`src/logic/flash_host_pkg.sv`:
```
// Summary of operation
// Device reads array right after power-up; host may read without commands.
// Chip select high makes device ignore all pins; host idles it high.
// Address lines carry cell address on reads, command address on writes.
// Data lines give the stored byte on reads, the command byte on writes.
// Top map: boot 16K, two 8K parameter, 32K main at top; three 64K below.
// Bottom map: boot 16K, two 8K parameter, 32K main from zero; 64K above.
// Blocks erase alone and carry own protection against program and erase.
// Hardware reset needs reset pin low for at least the minimum pulse time.
// After reset release wait the longer recovery time before any bus cycle.
// High voltage on reset pin unprotects all blocks while it is held.
// Variant without reset pin has neither hardware reset nor unprotect.
// Below supply lockout the device ignores every bus write.
// Supply loss during program or erase aborts it; data left undefined.
// Delivered array reads all ones.
// Program and erase run by the internal controller once commanded.
// Device reports completion and errors of program and erase.
// Address latched at last falling strobe, data at first rising strobe.
// Read: address, chip select and output enable low, write strobe high.
// Output enable stays high throughout every bus write.
// Invalid write sequence returns the device to read mode.
// Top or bottom boot map is a build-time choice for block decoding.
package flash_host_pkg;
   localparam int          ADDR_W     = 18;
   localparam int          DATA_W     = 8;
   localparam int          CLK_NS     = 4;
   localparam int          NUM_BLOCKS = 7;
   localparam int          BLK_W      = 3;
   localparam bit          BOOT_TOP   = 1'b1;

   // Block start addresses, ascending; block index is the position here
   localparam logic [ADDR_W-1:0] TOP_START [NUM_BLOCKS] = '{
      18'h00000, 18'h10000, 18'h20000, 18'h30000,
      18'h38000, 18'h3A000, 18'h3C000};
   localparam logic [ADDR_W-1:0] BOT_START [NUM_BLOCKS] = '{
      18'h00000, 18'h04000, 18'h06000, 18'h08000,
      18'h10000, 18'h20000, 18'h30000};

   // Default bus timings in ns
   localparam int T_AS_NS      = 10;
   localparam int T_WP_NS      = 40;
   localparam int T_DH_NS      = 10;
   localparam int T_RD_NS      = 120;
   localparam int T_GAP_NS     = 30;
   localparam int T_RST_LOW_NS = 500;
   localparam int T_REC_SEL_NS = 50;
   localparam int T_REC_RDY_NS = 1000;

   typedef enum logic [2:0] {
      ST_IDLE, ST_RD, ST_WR_SETUP, ST_WR_PULSE, ST_WR_HOLD,
      ST_GAP, ST_RST_LOW, ST_RST_REC
   } state_t;

   // Least time rounded up, never below one cycle
   function automatic int ns_to_cyc(input int ns);
      int c;
      c = (ns + CLK_NS - 1) / CLK_NS;
      return (c < 1) ? 1 : c;
   endfunction

   function automatic logic [BLK_W-1:0] block_of(input logic [ADDR_W-1:0] a,
                                                 input bit top);
      logic [BLK_W-1:0] idx;
      idx = '0;
      for (int i = 0; i < NUM_BLOCKS; i++) begin
         if (a >= (top ? TOP_START[i] : BOT_START[i])) begin
            idx = BLK_W'(i);
         end
      end
      return idx;
   endfunction
endpackage

```
`src/logic/flash_host.sv`:
```
module flash_host
   import flash_host_pkg::*;
#(
   parameter bit HAS_RESET_PIN = 1'b1,
   parameter bit TOP_BOOT      = flash_host_pkg::BOOT_TOP,
   parameter int AS_NS         = flash_host_pkg::T_AS_NS,
   parameter int WP_NS         = flash_host_pkg::T_WP_NS,
   parameter int DH_NS         = flash_host_pkg::T_DH_NS,
   parameter int RD_NS         = flash_host_pkg::T_RD_NS,
   parameter int GAP_NS        = flash_host_pkg::T_GAP_NS,
   parameter int RST_LOW_NS    = flash_host_pkg::T_RST_LOW_NS,
   parameter int REC_SEL_NS    = flash_host_pkg::T_REC_SEL_NS,
   parameter int REC_RDY_NS    = flash_host_pkg::T_REC_RDY_NS
) (
   input  wire logic                               clk,
   input  wire logic                               rst_n,
   // User side
   input  wire logic                               req_valid,
   output logic                                    req_ready,
   input  wire logic                               req_write,
   input  wire logic [flash_host_pkg::ADDR_W-1:0]  req_addr,
   input  wire logic [flash_host_pkg::DATA_W-1:0]  req_wdata,
   output logic                                    rsp_valid,
   output logic [flash_host_pkg::DATA_W-1:0]       rsp_rdata,
   output logic [flash_host_pkg::BLK_W-1:0]        rsp_block,
   input  wire logic                               reset_req,
   input  wire logic                               unprotect_req,
   input  wire logic                               supply_low,
   output logic                                    busy,
   // Flash pins
   output logic [flash_host_pkg::ADDR_W-1:0]       addr_in,
   output logic [flash_host_pkg::DATA_W-1:0]       data_out,
   output logic                                    data_oe,
   input  wire logic [flash_host_pkg::DATA_W-1:0]  data_in,
   output logic                                    chip_sel_n,
   output logic                                    out_en_n,
   output logic                                    wr_en_n,
   output logic                                    reset_unprotect_n,
   output logic                                    high_identification_voltage
);
   import flash_host_pkg::*;

   localparam int AS_CYC  = ns_to_cyc(AS_NS);
   localparam int WP_CYC  = ns_to_cyc(WP_NS);
   localparam int DH_CYC  = ns_to_cyc(DH_NS);
   localparam int RD_CYC  = ns_to_cyc(RD_NS);
   localparam int GAP_CYC = ns_to_cyc(GAP_NS);
   localparam int RST_CYC = ns_to_cyc(RST_LOW_NS);
   localparam int REC_CYC = ns_to_cyc((REC_SEL_NS > REC_RDY_NS) ?
                                      REC_SEL_NS : REC_RDY_NS);
   localparam int CNT_W   = 16;

   state_t                 state;
   state_t                 next_state;
   logic [CNT_W-1:0]       cnt;
   logic [CNT_W-1:0]       next_cnt;
   logic                   is_write;
   logic                   take;

   ////////////////////////////////////////////////////////////////////////
   // Sequencer

   // Writes are held off while the supply is low
   assign req_ready = (state == ST_IDLE) && !reset_req &&
                      !(req_write && supply_low);
   assign take      = req_valid && req_ready;
   assign busy      = (state != ST_IDLE);

   always_comb begin
      next_state = state;
      next_cnt   = (cnt != '0) ? cnt - CNT_W'(1) : cnt;
      unique case (state)
         ST_IDLE: begin
            if (reset_req && HAS_RESET_PIN) begin // see R8
               next_state = ST_RST_LOW;
               next_cnt   = CNT_W'(RST_CYC - 1);
            end else if (take && req_write) begin
               next_state = ST_WR_SETUP;
               next_cnt   = CNT_W'(AS_CYC - 1);
            end else if (take) begin
               next_state = ST_RD;
               next_cnt   = CNT_W'(RD_CYC - 1);
            end
         end
         ST_RD: begin
            if (cnt == '0) begin
               next_state = ST_GAP;
               next_cnt   = CNT_W'(GAP_CYC - 1);
            end
         end
         ST_WR_SETUP: begin
            if (cnt == '0) begin
               next_state = ST_WR_PULSE;
               next_cnt   = CNT_W'(WP_CYC - 1);
            end
         end
         ST_WR_PULSE: begin
            if (cnt == '0) begin
               next_state = ST_WR_HOLD;
               next_cnt   = CNT_W'(DH_CYC - 1);
            end
         end
         ST_WR_HOLD: begin
            if (cnt == '0) begin
               next_state = ST_GAP;
               next_cnt   = CNT_W'(GAP_CYC - 1);
            end
         end
         ST_GAP: begin
            if (cnt == '0) begin
               next_state = ST_IDLE;
            end
         end
         ST_RST_LOW: begin
            if (cnt == '0) begin
               next_state = ST_RST_REC;
               next_cnt   = CNT_W'(REC_CYC - 1);
            end
         end
         ST_RST_REC: begin
            if (cnt == '0) begin
               next_state = ST_IDLE;
            end
         end
      endcase
   end

   always_ff @(posedge clk) begin
      if (!rst_n) begin
         state <= HAS_RESET_PIN ? ST_RST_LOW : ST_IDLE;
         cnt   <= HAS_RESET_PIN ? CNT_W'(RST_CYC - 1) : '0;
      end else begin
         state <= next_state;
         cnt   <= next_cnt;
      end
   end

   ////////////////////////////////////////////////////////////////////////
   // Pins, registered from the next state

   always_ff @(posedge clk) begin
      if (!rst_n) begin
         addr_in  <= '0;
         data_out <= '0;
         is_write <= 1'b0;
      end else if (take) begin
         addr_in  <= req_addr;
         data_out <= req_wdata;
         is_write <= req_write;
      end
   end

   always_ff @(posedge clk) begin
      if (!rst_n) begin
         chip_sel_n <= 1'b1;
         out_en_n   <= 1'b1;
         wr_en_n    <= 1'b1;
         data_oe    <= 1'b0;
      end else begin
         // Idle keeps chip select high so the device ignores the bus
         chip_sel_n <= !(next_state == ST_RD ||
                         next_state == ST_WR_PULSE);
         out_en_n   <= (next_state != ST_RD); // see R18
         // Both strobes rise together; data stays driven in hold
         wr_en_n    <= (next_state != ST_WR_PULSE);
         data_oe    <= (next_state == ST_WR_SETUP ||
                        next_state == ST_WR_PULSE ||
                        next_state == ST_WR_HOLD);
      end
   end

   always_ff @(posedge clk) begin
      if (!rst_n) begin
         reset_unprotect_n           <= !HAS_RESET_PIN;
         high_identification_voltage <= 1'b0;
      end else begin
         reset_unprotect_n <= !(HAS_RESET_PIN &&
                                next_state == ST_RST_LOW);
         // Unprotect voltage only while the pin is not pulled low
         high_identification_voltage <= HAS_RESET_PIN && unprotect_req &&
                                        next_state != ST_RST_LOW;
      end
   end

   ////////////////////////////////////////////////////////////////////////
   // Response

   always_ff @(posedge clk) begin
      if (!rst_n) begin
         rsp_valid <= 1'b0;
         rsp_rdata <= '0;
         rsp_block <= '0;
      end else begin
         rsp_valid <= (state == ST_GAP) && (cnt == '0);
         if (take) begin
            rsp_block <= block_of(req_addr, TOP_BOOT); // see R6
         end
         if (state == ST_RD && cnt == '0 && !is_write) begin
            rsp_rdata <= data_in;
         end
      end
   end

   logic [CNT_W-1:0] low_run;
   logic [CNT_W-1:0] since_rel;
   always_ff @(posedge clk) begin
      if (!rst_n) begin
         low_run   <= '0;
         // Without a reset pin the recovery is long over
         since_rel <= {CNT_W{!HAS_RESET_PIN}};
      end else begin
         low_run   <= !reset_unprotect_n ? low_run + CNT_W'(1) : '0;
         if (!reset_unprotect_n) since_rel <= '0;
         else if (since_rel != '1) since_rel <= since_rel + CNT_W'(1);
      end
   end
endmodule // flash_host

```
`config.mk`:
```
export PLATFORM = sky130hd
export DESIGN_NAME = flash_host
export DESIGN_NICKNAME = d
export VERILOG_FILES = /design/src/logic/flash_host_pkg.sv /design/src/logic/flash_host.sv
export SDC_FILE = /design/constraint.sdc
export NUM_CORES = 1
export LEC_CHECK = 0
export BUFFER_PORTS_ARGS = -buffer_cell sky130_fd_sc_hd__buf_2
export CELL_PAD_IN_SITES_DETAIL_PLACEMENT = 0
export CELL_PAD_IN_SITES_GLOBAL_PLACEMENT = 2
export CORE_ASPECT_RATIO = 1.5
export CORE_UTILIZATION = 29
export DETAILED_ROUTE_END_ITERATION = 10
export PLACE_DENSITY_LB_ADDON = 0.1
export SLEW_MARGIN = 20
export SYNTH_ARGS = -nofsm -noshare
export SYNTH_HDL_FRONTEND = slang
export SYNTH_SLANG_ARGS = --single-unit
```
`constraint.sdc`:
```
create_clock -name clk -period 2.87 [get_ports clk]
set_clock_uncertainty 0.05 [all_clocks]
set_input_delay 0.287 -clock clk [delete_from_list [all_inputs] [get_ports clk]]
set_output_delay 0.287 -clock clk [all_outputs]
set_load 0.1 [all_outputs]
```
Word-level counts from Yosys, hierarchy flattened
Cells that the tools add are included.
W data, S select, Z words.
- memories: 0
- output and inout bits: 46
- RAM bits: 0
- bits in read-only memories: 0
- latch bits: 0
- input bits: 41
- register bits: 64
- word-level logic and storage cells: 83
- reductions and logical operators: 23
- $add $sub $neg: 1
- order comparisons: 6
- multiply operators: 0
- equal/unequal tests: 15
- bitwise operators: 0
- div/mod/pow operators: 0
- muxes and demuxes: 24
- shifts and indexed selects: 0
- operators by type and width (operator ; number):
    $mux W16 ; 8
    $ge A18 B18 Y1 const B ; 5
    $pmux W16 S5 ; 1
    $mux W3 ; 13
    $eq A3 B3 Y1 const B ; 6
    $ge A18 B17 Y1 const B ; 1
    $pmux W3 S6 ; 1
    $logic_not A16 Y1 ; 1
    $reduce_bool A16 Y1 ; 1
    $sub A16 B1 Y16 const B ; 1
    $eq A3 B2 Y1 const B ; 4
    $logic_and A1 B1 Y1 ; 9
    $eq A3 B1 Y1 const B ; 2
    $logic_not A1 Y1 ; 5
    $reduce_or A2 Y1 ; 2
    $logic_not A3 Y1 ; 1
    $logic_or A1 B1 Y1 ; 3
    $ne A3 B1 Y1 const B ; 1
    $ne A3 B2 Y1 const B ; 1
    $ne A3 B3 Y1 const B ; 1
    $reduce_bool A3 Y1 ; 1
    $mux W1 ; 1

Logic depth before layout (Yosys ltp)
Gate-level depths: netlist of run 1.
- depth in word-level cells: 11
- mapped depth: 11

Worst setup path after synthesis of run 1
No wires, ideal clock.
- path kind: reg-to-reg
- start point: reg cnt[0]
- end point: reg cnt[0]
- buffers on the path: 1
- setup time: 120 ps
- arrival time: 2438 ps
- path slack: 262 ps
- stages on the path, launching flop included: 10
- cells stage by stage: dfxtp_1 -> inv_1 -> ha_1 -> or4b_1 -> nor4_4 -> inv_2 -> buf_2 -> ha_1 -> a22oi_1 -> o31a_1
- cells in the longest elaborated chain, start to end: 6
- elaborated cells on any way between the ends: 12
- those cells by class: add/sub (1); mux (9); reduce/logical (2)
- ends and longest elaborated chain (what ; RTL line ; text):
    from (decl) ; flash_host.sv:55 ; logic [CNT_W-1:0] cnt;
    from (signal assigned) ; flash_host.sv:131 ; cnt <= HAS_RESET_PIN ? CNT_W'(RST_CYC - 1) : '0;
    from (signal assigned) ; flash_host.sv:134 ; cnt <= next_cnt;
    $sub A16 B1 Y16 / $reduce_bool A16 Y1 (equally long branches) ; flash_host.sv:71 ; next_cnt = (cnt != '0) ? cnt - CNT_W'(1) : cnt;
    $mux W16 ; flash_host.sv:71 ;
    $mux W16 ; flash_host.sv:80 ; end else if (take) begin
    $mux W16 ; flash_host.sv:77 ; end else if (take && req_write) begin
    $mux W16 ; flash_host.sv:74 ; if (reset_req && HAS_RESET_PIN) begin
    $pmux W16 S5 * ; flash_host.sv:72 ; unique case (state)
Every way passes the cells marked *; elsewhere a longest branch is shown, timed or not.
A chain may end at the register's enable or synchronous reset.

Worst setup path after layout of run 1
Ends and elaborated chain as after synthesis.

==> results.md, run 1 <==
- Status: complete, but fails checks
- Failing checks: DRC
- CTS resizes: 0
- Buf/Inv on CP: 2
- Core area: 0.00974 sq mm
- CP required: 3.04 ns
- Startpoint Class: flop
- Syn Inst Count: 341
- Post-DRT Antenna Nets: 0
- Die ar.: 0.0105 sq mm
- Detailed Route WL: 8050 um
- Worst Tran Pin Value: 0.576 ns
- Area grow syn2layout: 30.6%
- Yosys warns: 0
- CTS sink count: 64
- Peak Freq: 0.401 GHz
- Stages on worst setup path: 9
- Post-DP Area: 0.00350 sq mm
- IO Port Bufs: 86
- Clock root cell: clkbuf_16
- Final Cycle Share: 0.870
- Die Y: 125 um
- Largest stage delay, worst path: 0.51 ns
- Rel. slew slack: 0.615
- CP max-delay cell: or4b_1
- Final hold viol count: 0
- Period minus WS final: 2.50 ns
- Most common cell after layout, fill and taps aside: buf_2
- Most common cell on crit path: ha_1
- Post-CTS Setup Inserts: 0
- Cell Chain, Critical Path: inv_1, ha_1, or4b_1, nor4_4, inv_2, ha_1, a21oi_1, nor3_1, o31a_1
- Crit path kind: flop to flop
- Syn nets: 386
- Syn avg cell area: 8.55 sq um
- Commonest non-fill, non-tap cells in the layout: buf_2, nand2_1, dfxtp_1
- CP Max Fanout: 16
- H-tree Lvls: 3
- Sequential share of the synthesized area: 0.440
- #FFs+latches synth: 64
- Ys async rst share: 0
- Register-to-Register Path Depth: 9
- Final Max Tran Viols: 0
- HPWL Detailed: 5870 um
- Synth Flop Type: dfxtp_1
- Clock-pin slew on the worst setup and hold paths: 0.06 ns
- DR WL/cell: 14.7 um
- DRC errors left: 5
- Hold_buf cts: 0
- Worst IR drop on VDD: 270 uV
- Number of distinct library cells after synthesis: 51
- Via Count: 2677
- LEAKAGE: 1.59 nW
- First-pass GRT wire length: 13400 um
- Worst min path class: primary input to flop
- Die X: 83.8 um
- GRT Overall Usage: 0.163
- Longest Clk Path Bufs: 2
- Iter 0 DRT Violations: 162
- DRT Pass-1 Iters: 7
- FP Rows: 44
- Pwr Density: 554 mW/mm^2
- Placer Congestion: 0.789
- Power Total: 2.11 mW
- Crit path max-delay family: simple AND/OR/NAND/NOR gates
- RSZ-0062 raised after global routing: false
- # setup viols final: 0
- Initial antenna violation count: 0
- Crit path capture type: flop
- Worst skew pair latency: 0.33 ns
- Grt ovf: 0
- Maxcap violations: 0
- WP data arrival: 2.67 ns
- Nets: 474
- Sum Neg Setup Slack: 0 ns
- Mapped cell area: 0.00291 sq mm
- Fin area: 0.00381 sq mm
- Pin count of the biggest net entering global routing: 51
- Vias in the first global route: 2797
- Vias per Instance: 4.88
- Initial Utilization: 0.299
- CTS buffer count: 9
- Top-Level Pins: 87
- EDFF count, synth: 0
- Antenna diode count: 0
- Share of layout cells above drive strength 1: 0.279
- Hold path depth: 3
- TritonCTS clock tree: done
## synthesized netlist by cell type (3+ instances only)
| cell | count | area (sq um) |
|---|---|---|
| a21boi_0 | 31 | 233 |
| a21oi_1 | 11 | 55.1 |
| and2_1 | 3 | 18.8 |
| and3_1 | 3 | 18.8 |
| buf_1 | 3 | 11.3 |
| clkbuf_1 | 17 | 63.8 |
| dfxtp_1 | 64 | 1280 |
| ha_1 | 4 | 50.1 |
| inv_1 | 9 | 33.8 |
| mux2i_1 | 10 | 100 |
| nand2_1 | 66 | 248 |
| nand3_1 | 5 | 25.0 |
| nand4_1 | 4 | 25.0 |
| nor2_1 | 16 | 60.1 |
| nor2b_1 | 9 | 56.3 |
| nor3_1 | 16 | 80.1 |
| nor4_1 | 5 | 31.3 |
| nor4b_1 | 3 | 26.3 |
| o211ai_1 | 5 | 37.5 |
| o21ai_0 | 6 | 30.0 |
| or3_1 | 4 | 25.0 |
| xnor2_1 | 10 | 87.6 |
## worst min-delay path, cell delays in order
cell     delay (ns)
buf_2          0.10
nand2_1        0.04
nor2_1         0.03
## worst paths after layout
check / startpoint / end / slack (ns)
worst min-delay path: unprotect_req / high_identification_voltage / 0.13
worst max register to register: cnt[0] / cnt[0] / 0.37
worst min register to register: addr_in[13] / addr_in[13] / 0.41
worst max-delay path: cnt[0] / cnt[0] / 0.37
## where the power goes
part | total (mW) | internal (mW) | switching, mW
clock network | 1.11 | 0.696 | 0.412
registers | 0.902 | 0.895 | 0.00691
logic | 0.0997 | 0.0494 | 0.0503
## layer usage
layer	wire length (um)	vias up	part of all wire	track usage
met2	4170	64	0.52	0.294
met1	3340	1242	0.41	0.175
li1	-	1356	-	-
met5	0	-	0	0
met4	178	0	0.022	0.0740
met3	364	15	0.045	0.0457
## through the flow
| step | setup WS [ns] | util | hold slack [ns] | instances |
|---|---|---|---|---|
| after CTS | 0.383 | 0.391 | 0.115 | 549 |
| after global routing | 0.197 | 0.391 | 0.131 | 549 |
| after global placement | 0.467 | 0.359 | 0.388 | 533 |
| after detailed placement | 0.407 | 0.359 | 0.394 | 533 |
| final | 0.374 | 0.391 | 0.126 | 549 |
| after floorplan | 0.262 | - | 0.351 | 341 |
## sequential cells by signal (all words and copies together) (netlist names)
register and flops:
out_en_n 1, rsp_block 3, is_write 1, rsp_rdata 8, reset_unprotect_n 1, data_oe 1
high_identification_voltage 1, chip_sel_n 1, data_out 8, rsp_valid 1, wr_en_n 1, addr_in 18
cnt 16, state 3
## cells by family (layout without fill, tap and decap cells)
group	Yosys count	count (layout)	share of synthesized area
AO/OA/AOI/OAI	74	74	0.184
XOR/XNOR	11	11	0.0331
adder cells (fa/ha/maj)	4	4	0.0172
buffers and inverters	31	124	0.0404
flip-flops	64	64	0.440
multiplexers	10	10	0.0344
AND/OR/NAND/NOR	147	147	0.251
## area by class of cell
type                            instances  area, sq um
Fill cell                            1010         5940
Sequential cell                        64         1280
Timing Repair Buffer                   98          520
Multi-Input combinational cell        246         1520
Inverter                               10         37.5
Tap cell                              115          144
Clock inverter                          6         68.8
Clock buffer                           10          239
(Power assumes the default switching activity.)
==> run 2, diff against run 1 <==
REMOVE_ABC_BUFFERS = 1   (was unset)
==> run 2 against run 1 <==
The flow still finishes with violations (DRC). Sequential power is essentially flat. Total power is 2.6% lower. Combinational power hardly changed. Non-clock buffer count unchanged. Fmax up 1.8%. Utilization is 0.15 points lower. Setup slack better by 0.044 ns. Global-route usage about the same. Die area unchanged. Clock-buffer cell count rose by 3. Design area decreased by 0.39%. Critical path depth down 5. Critical path type is now flop to output port. Largest cell class unchanged. Largest power group unchanged. Highest routed layer unchanged.
==> results.md, run 2 (synthesis results as in run 1) <==
- CTS resizes: 0 (unchanged)
- Share of layout cells above drive strength 1: 0.277 (was 0.279)
- Pwr Density: 542 mW/mm^2 (was 554 mW/mm^2)
- Crit path kind: flop to output port (was flop to flop)
- Regs by FF count: addr_in: 18 flops, cnt: 16 flops (unchanged)
- Sum Neg Setup Slack: 0 ns (unchanged)
- IO Port Bufs: 86 (unchanged)
- Final Cycle Share: 0.854 (was 0.870)
- Most common cell after layout, fill and taps aside: buf_2 (unchanged)
- Peak Freq: 0.408 GHz (was 0.401 GHz)
- Core area: 0.00974 sq mm (unchanged)
- Status: complete, but fails checks (unchanged)
- Met3 WL: 353 um (was 364 um)
- Via Count: 2669 (was 2677)
- Register-to-Register Path Depth: 9 (unchanged)
- TritonCTS clock tree: done (unchanged)
- GRT Overall Usage: 0.164 (was 0.163)
- Worst skew pair latency: 0.32 ns (was 0.33 ns)
- Critical R2R Launch: cnt[0] (unchanged)
- Die X: 83.8 um (unchanged)
- RSZ-0062 raised after global routing: false (unchanged)
- Met1 wire length: 3350 um (was 3340 um)
- Largest stage delay, worst path: 0.56 ns (was 0.51 ns)
- Startpoint Class: flop (unchanged)
- Failing checks: DRC (unchanged)
- Worst Tran Pin Value: 0.600 ns (was 0.576 ns)
- Placer Congestion: 0.764 (was 0.789)
- Initial antenna violation count: 0 (unchanged)
- Fillers: 1049 (was 1010)
- Cell Chain, Critical Path: nor4_2, buf_4, and2_1, buf_2 (was inv_1, ha_1, or4b_1, nor4_4, inv_2, ha_1, a21oi_1, nor3_1, o31a_1)
- Post-DRT Antenna Nets: 0 (unchanged)
- Hold path depth: 3 (unchanged)
- LEAKAGE: 1.60 nW (was 1.59 nW)
- DRT Pass-1 Iters: 7 (unchanged)
- Commonest non-fill, non-tap cells in the layout: buf_2, nand2_1, dfxtp_1 (unchanged)
- CTS sink count: 64 (unchanged)
- Maxcap violations: 0 (unchanged)
- CP required: 2.53 ns (was 3.04 ns)
- DR WL/cell: 14.8 um (was 14.7 um)
- Worst min path class: primary input to flop (unchanged)
- CP Max Fanout: 15 (was 16)
- Fin area: 0.00379 sq mm (was 0.00381 sq mm)
- R2r setup slk: 0.43 ns (was 0.37 ns)
- Pin count of the biggest net entering global routing: 51 (unchanged)
- Final Max Tran Viols: 0 (unchanged)
- Met2 routed WL: 4270 um (was 4170 um)
- CTS buffer count: 9 (unchanged)
- Hold_buf cts: 0 (unchanged)
- Clock root cell: clkbuf_16 (unchanged)
- Place WS: 0.431 ns (was 0.407 ns)
- Grt ovf: 0 (unchanged)
- Antenna diode count: 0 (unchanged)
- Largest Register: addr_in (unchanged)
- Crit path capture type: output port (was flop)
- Die ar.: 0.0105 sq mm (unchanged)
- Vias per Instance: 4.87 (was 4.88)
- Clock-pin slew on the worst setup and hold paths: 0.05 ns (was 0.06 ns)
- Stages on worst setup path: 4 (was 9)
- H-tree Lvls: 3 (unchanged)
- DRC errors left: 5 (unchanged)
- Longest Clk Path Bufs: 2 (unchanged)
- FP Rows: 44 (unchanged)
- # setup viols final: 0 (unchanged)
- HPWL Detailed: 5910 um (was 5870 um)
- Top-Level Pins: 87 (unchanged)
- Hold WS: 0.125 ns (was 0.126 ns)
- Vias in the first global route: 2626 (was 2797)
- Post-CTS Setup Inserts: 0 (unchanged)
- Initial Utilization: 0.299 (unchanged)
- Buf/Inv on CP: 2 (unchanged)
- FF+latch area: 0.00128 sq mm (unchanged)
- Iter 0 DRT Violations: 83 (was 162)
- WP data arrival: 2.11 ns (was 2.67 ns)
- Period minus WS final: 2.45 ns (was 2.50 ns)
- Area grow syn2layout: 30.1% (was 30.6%)
- Max reg flops: 18 (unchanged)
- Final hold viol count: 0 (unchanged)
- Top Metal Used: met4 (unchanged)
- Nets: 474 (unchanged)
- Post-DP Area: 0.00350 sq mm (unchanged)
- First-pass GRT wire length: 13400 um (about the same)
- Origin of the worst min-delay path: unprotect_req (unchanged)
- Rel. slew slack: 0.594 (was 0.615)
- Hold EP: high_identification_voltage (unchanged)
- Worst IR drop on VDD: 279 uV (was 270 uV)
- Final Util: 0.389 (was 0.391)
- PnR worst setup slack: 0.418 ns (was 0.374 ns)
- Crit path max-delay family: simple AND/OR/NAND/NOR gates (unchanged)
- Die Y: 125 um (unchanged)
- FF-to-FF End: cnt[0] (unchanged)
- Detailed Route WL: 8130 um (was 8050 um)
- CP max-delay cell: nor4_2 (was or4b_1)
- Area of the multi-input gates: 0.00152 sq mm (unchanged)
[run 2: changes by cell type in the layout (fill, tap and decap cells not counted), sizes merged]
| cell | before | now |
|---|---|---|
| bufinv | 1 | 0 |
| clkbuf | 10 | 13 |
| clkinvlp | 4 | 1 |
[run 2: per-stage QoR]
| stage | cells | power [mW] |
|---|---|---|
| final | 548 | 2.06 |
| after global routing | 548 | 2.14 |
| after CTS | 548 | 2.09 |
| after detailed placement | 533 | 1.02 |
| after global placement | 533 | 1.02 |
| after floorplan | 320 | 0.964 |
[run 2: worst max-delay path by stage]
stage / startpoint / endpoint / slack [ns]
2_1_floorplan: cnt[0] / rsp_rdata[0] / 0.12
3_3_place_gp: cnt[0] / cnt[0] / 0.47
3_5_place_dp: cnt[0] / cnt[0] / 0.43
4_1_cts: state[2] / req_ready / 0.39
5_1_grt: cnt[0] / cnt[0] / 0.27
6_report: state[2] / req_ready / 0.42
[run 2: layout make-up]
| cell class | instances | area share |
|---|---|---|
| Tap cell | 115 | 0.0380 |
| Timing Repair Buffer | 98 | 0.137 |
| Inverter | 10 | 0.00990 |
| Sequential cell | 64 | 0.338 |
| Multi-Input combinational cell | 246 | 0.400 |
| Clock buffer | 13 | 0.0739 |
| Clock inverter | 2 | 0.00330 |
[run 2: worst register-to-register path, delay by kind of cell (launching register included)]
kind                     cells  cell delay [ns]
AO/OA/AOI/OAI                2             0.41
adder cells (fa/ha/maj)      2             0.39
buffers and inverters        2             0.28
flip-flops                   1             0.32
AND/OR/NAND/NOR              3             0.88
[run 2: power by group]
part | internal (mW) | leakage [nW] | switching, mW
Combinational | 0.0494 | 0.939 | 0.0508
Clock | 0.672 | 0.144 | 0.381
Sequential | 0.895 | 0.517 | 0.00680
Total | 1.62 | 1.60 | 0.438
[run 2: per-layer routing]
metal | global-route usage | up-vias
met4 | 0.0720 | 0
met3 | 0.0451 | 13
met2 | 0.288 | 53
met5 | 0 | -
li1 | - | 1365
met1 | 0.181 | 1238
==> run 3, diff against run 2 <==
CORE_UTILIZATION = 26   (was 29)
CTS_CLUSTER_DIAMETER = 100   (was unset)
clock period = 2 ns   (was 2.87 ns; I/O delays follow)
==> run 3 against run 2 <==
Combinational power grew 91%. Non-clock buffer count grew 44. Global-route usage grew 0.052 points. Hold slack lost 0.086 ns. Via count grew 5.4%. The run ends with setup timing left. Critical path depth grew 5. Largest power group unchanged. Flip-flop and latch count is the same.
==> results.md, run 3 (synthesis results as in run 1) <==
- Final Max Tran Viols: 0 (unchanged)
- Clock-pin slew on the worst setup and hold paths: 0.06 ns (was 0.05 ns)
- FF-to-FF End: cnt[1] (was cnt[0])
- Met3 Resource Use GR: 0.0352 (was 0.0451)
- Final Util: 0.393 (was 0.389)
- Fin cells: 625 (was 548)
- CTS sink count: 64 (unchanged)
- CP Max Fanout: 7 (was 15)
- Worst min path class: primary input to flop (unchanged)
- Buf/Inv on CP: 3 (was 2)
- Via Count: 2812 (was 2669)
- Worst Tran Pin Value: 0.607 ns (was 0.600 ns)
- LEAKAGE: 1.84 nW (was 1.60 nW)
- CP required: 2.16 ns (was 2.53 ns)
- Vias per Instance: 4.50 (was 4.87)
- Sum Neg Setup Slack: -4.15 ns (was 0 ns)
- Iter 0 DRT Violations: 119 (was 83)
- Crit path kind: flop to flop (was flop to output port)
- Most common cell on crit path: inv_2
- Pwr Density: 739 mW/mm^2 (was 542 mW/mm^2)
- TritonCTS clock tree: done (unchanged)
- M1 GR Usage: 0.187 (was 0.181)
- Vias in the first global route: 2815 (was 2626)
- Regs by FF count: addr_in: 18 flops, cnt: 16 flops (unchanged)
- Placed insts: 605 (was 533)
- CP startpoint: cnt[0] (was state[2])
- Maxcap violations: 0 (unchanged)
- Most Crowded Layer GR: met2 (unchanged)
- CTS buffer count: 9 (unchanged)
- Failing checks: setup timing (was DRC)
- DR WL/cell: 14.2 um (was 14.8 um)
- Nets: 518 (was 474)
- Worst Setup EP: cnt[1] (was req_ready)
- Fillers: 1153 (was 1049)
- Final Cycle Share: 1.16
- Die X: 88.4 um (was 83.8 um)
- IO Port Bufs: 86 (unchanged)
- RSZ-0062 raised after global routing: true (was false)
- Crit path capture type: flop (was output port)
- Longest Clk Path Bufs: 2 (unchanged)
- Commonest non-fill, non-tap cells in the layout: buf_2, nand2_1, dfxtp_1 (unchanged)
- Period minus WS final: 2.32 ns
- HPWL Detailed: 6560 um (was 5910 um)
- DRT Pass-1 Iters: 4 (was 7)
- DRC errors left: 0 (was 5)
- Antenna diode count: 0 (unchanged)
- First-pass GRT wire length: 14400 um (was 13400 um)
- Core area: 0.0110 sq mm (was 0.00974 sq mm)
- Max reg flops: 18 (unchanged)
- Place WS: -0.335 ns (was 0.431 ns)
- Largest Register: addr_in (unchanged)
- R2r setup slk: -0.32 ns (was 0.43 ns)
- Area of the multi-input gates: 0.00160 sq mm (was 0.00152 sq mm)
- CP max-delay cell: or4b_4 (was nor4_2)
- Register-to-Register Path Depth: 9 (unchanged)
- Detailed Route WL: 8850 um (was 8130 um)
- Die ar.: 0.0116 sq mm (was 0.0105 sq mm)
- Share of layout cells above drive strength 1: 0.377 (was 0.277)
- Die Y: 132 um (was 125 um)
- Most common cell after layout, fill and taps aside: buf_2 (unchanged)
- Crit path max-delay family: simple AND/OR/NAND/NOR gates (unchanged)
- PnR worst setup slack: -0.316 ns (was 0.418 ns)
- Hold_buf cts: 0 (unchanged)
- Post-DRT Antenna Nets: 0 (unchanged)
- Stages on worst setup path: 9 (was 4)
- WP data arrival: 2.47 ns (was 2.11 ns)
- Top-Level Pins: 87 (unchanged)
- H-tree Lvls: 3 (unchanged)
- Final hold viol count: 0 (unchanged)
- Initial Utilization: 0.265 (was 0.299)
- Startpoint Class: flop (unchanged)
- Area grow syn2layout: 48.2% (was 30.1%)
- Rel. slew slack: 0.596 (was 0.594)
- Grt ovf: 0 (unchanged)
- Peak Freq: 0.432 GHz
- Largest stage delay, worst path: 0.47 ns (was 0.56 ns)
- # setup viols final: 25 (was 0)
- Worst skew pair latency: 0.33 ns (was 0.32 ns)
- Initial antenna violation count: 0 (unchanged)
- GRT Overall Usage: 0.164 (about the same)
- FP Rows: 47 (was 44)
- FF+latch area: 0.00128 sq mm (about the same)
- Met2 usage: 0.281 (was 0.288)
- Worst IR drop on VDD: 398 uV (was 279 uV)
- Clock root cell: clkbuf_16 (unchanged)
- Status: complete, but fails checks (unchanged)
- Cell Chain, Critical Path: inv_2, ha_4, or4b_4, nor4_4, inv_2, buf_12, mux2i_1, o311ai_1, a21oi_1 (was nor4_2, buf_4, and2_1, buf_2)
- Critical R2R Launch: cnt[0] (unchanged)
- Placer Congestion: 0.752 (was 0.764)
- Pin count of the biggest net entering global routing: 51 (unchanged)
run 3: metal layers:
| layer | vias up | part of all wire |
|---|---|---|
| met4 | 0 | 0.020 |
| met5 | - | 0 |
| met1 | 1299 | 0.41 |
| met3 | 11 | 0.030 |
| li1 | 1449 | - |
| met2 | 53 | 0.54 |
run 3: how the worst min path moves through the flow:
stage | start | end | slack (ns) | cells after the start
final | unprotect_req | high_identification_voltage | 0.04 | 3
after global routing | unprotect_req | high_identification_voltage | 0.04 | 3
after CTS | unprotect_req | high_identification_voltage | 0.03 | 3
after detailed placement | unprotect_req | high_identification_voltage | 0.38 | 3
after global placement | unprotect_req | high_identification_voltage | 0.37 | 3
after floorplan | rst_n | cnt[5] | 0.23 | 1
run 3: tightest hold or removal path, stage by stage:
cell	delay, ns
buf_2	0.07
nand2_1	0.04
nor2_1	0.07
run 3: final cells by class:
class,instances,area share
Multi-Input combinational cell,246,0.370
Sequential cell,64,0.297
Timing Repair Buffer,142,0.207
Clock buffer,11,0.0562
Tap cell,147,0.0426
Clock inverter,5,0.0183
Inverter,10,0.00869
run 3: metrics by stage:
| stage | instance area (sq um) | hold WS [ns] | power (mW) |
|---|---|---|---|
| final | 4320 | 0.0384 | 3.19 |
| after CTS | 4280 | 0.0300 | 3.24 |
| after detailed placement | 3880 | 0.378 | 1.49 |
| after global routing | 4320 | 0.0406 | 3.32 |
| after global placement | 3880 | 0.369 | 1.49 |
| after floorplan | 2830 | 0.226 | 1.38 |
run 3: what timing repair did:
| item | CTS | global route |
|---|---|---|
| gates resized for setup | 13 | 9 |
| setup buffers | 4 | 2 |
| pin swaps | 4 | 4 |
| cloned | 0 | 0 |
| endpoints found under the setup margin | 33 | 33 |
| hold endpoints to repair | 0 | 0 |
run 3: where the power goes:
part	switching [mW]	total, mW	internal (mW)
logic	0.0880	0.191	0.103
clock network	0.583	1.71	1.13
registers	0.00523	1.29	1.29
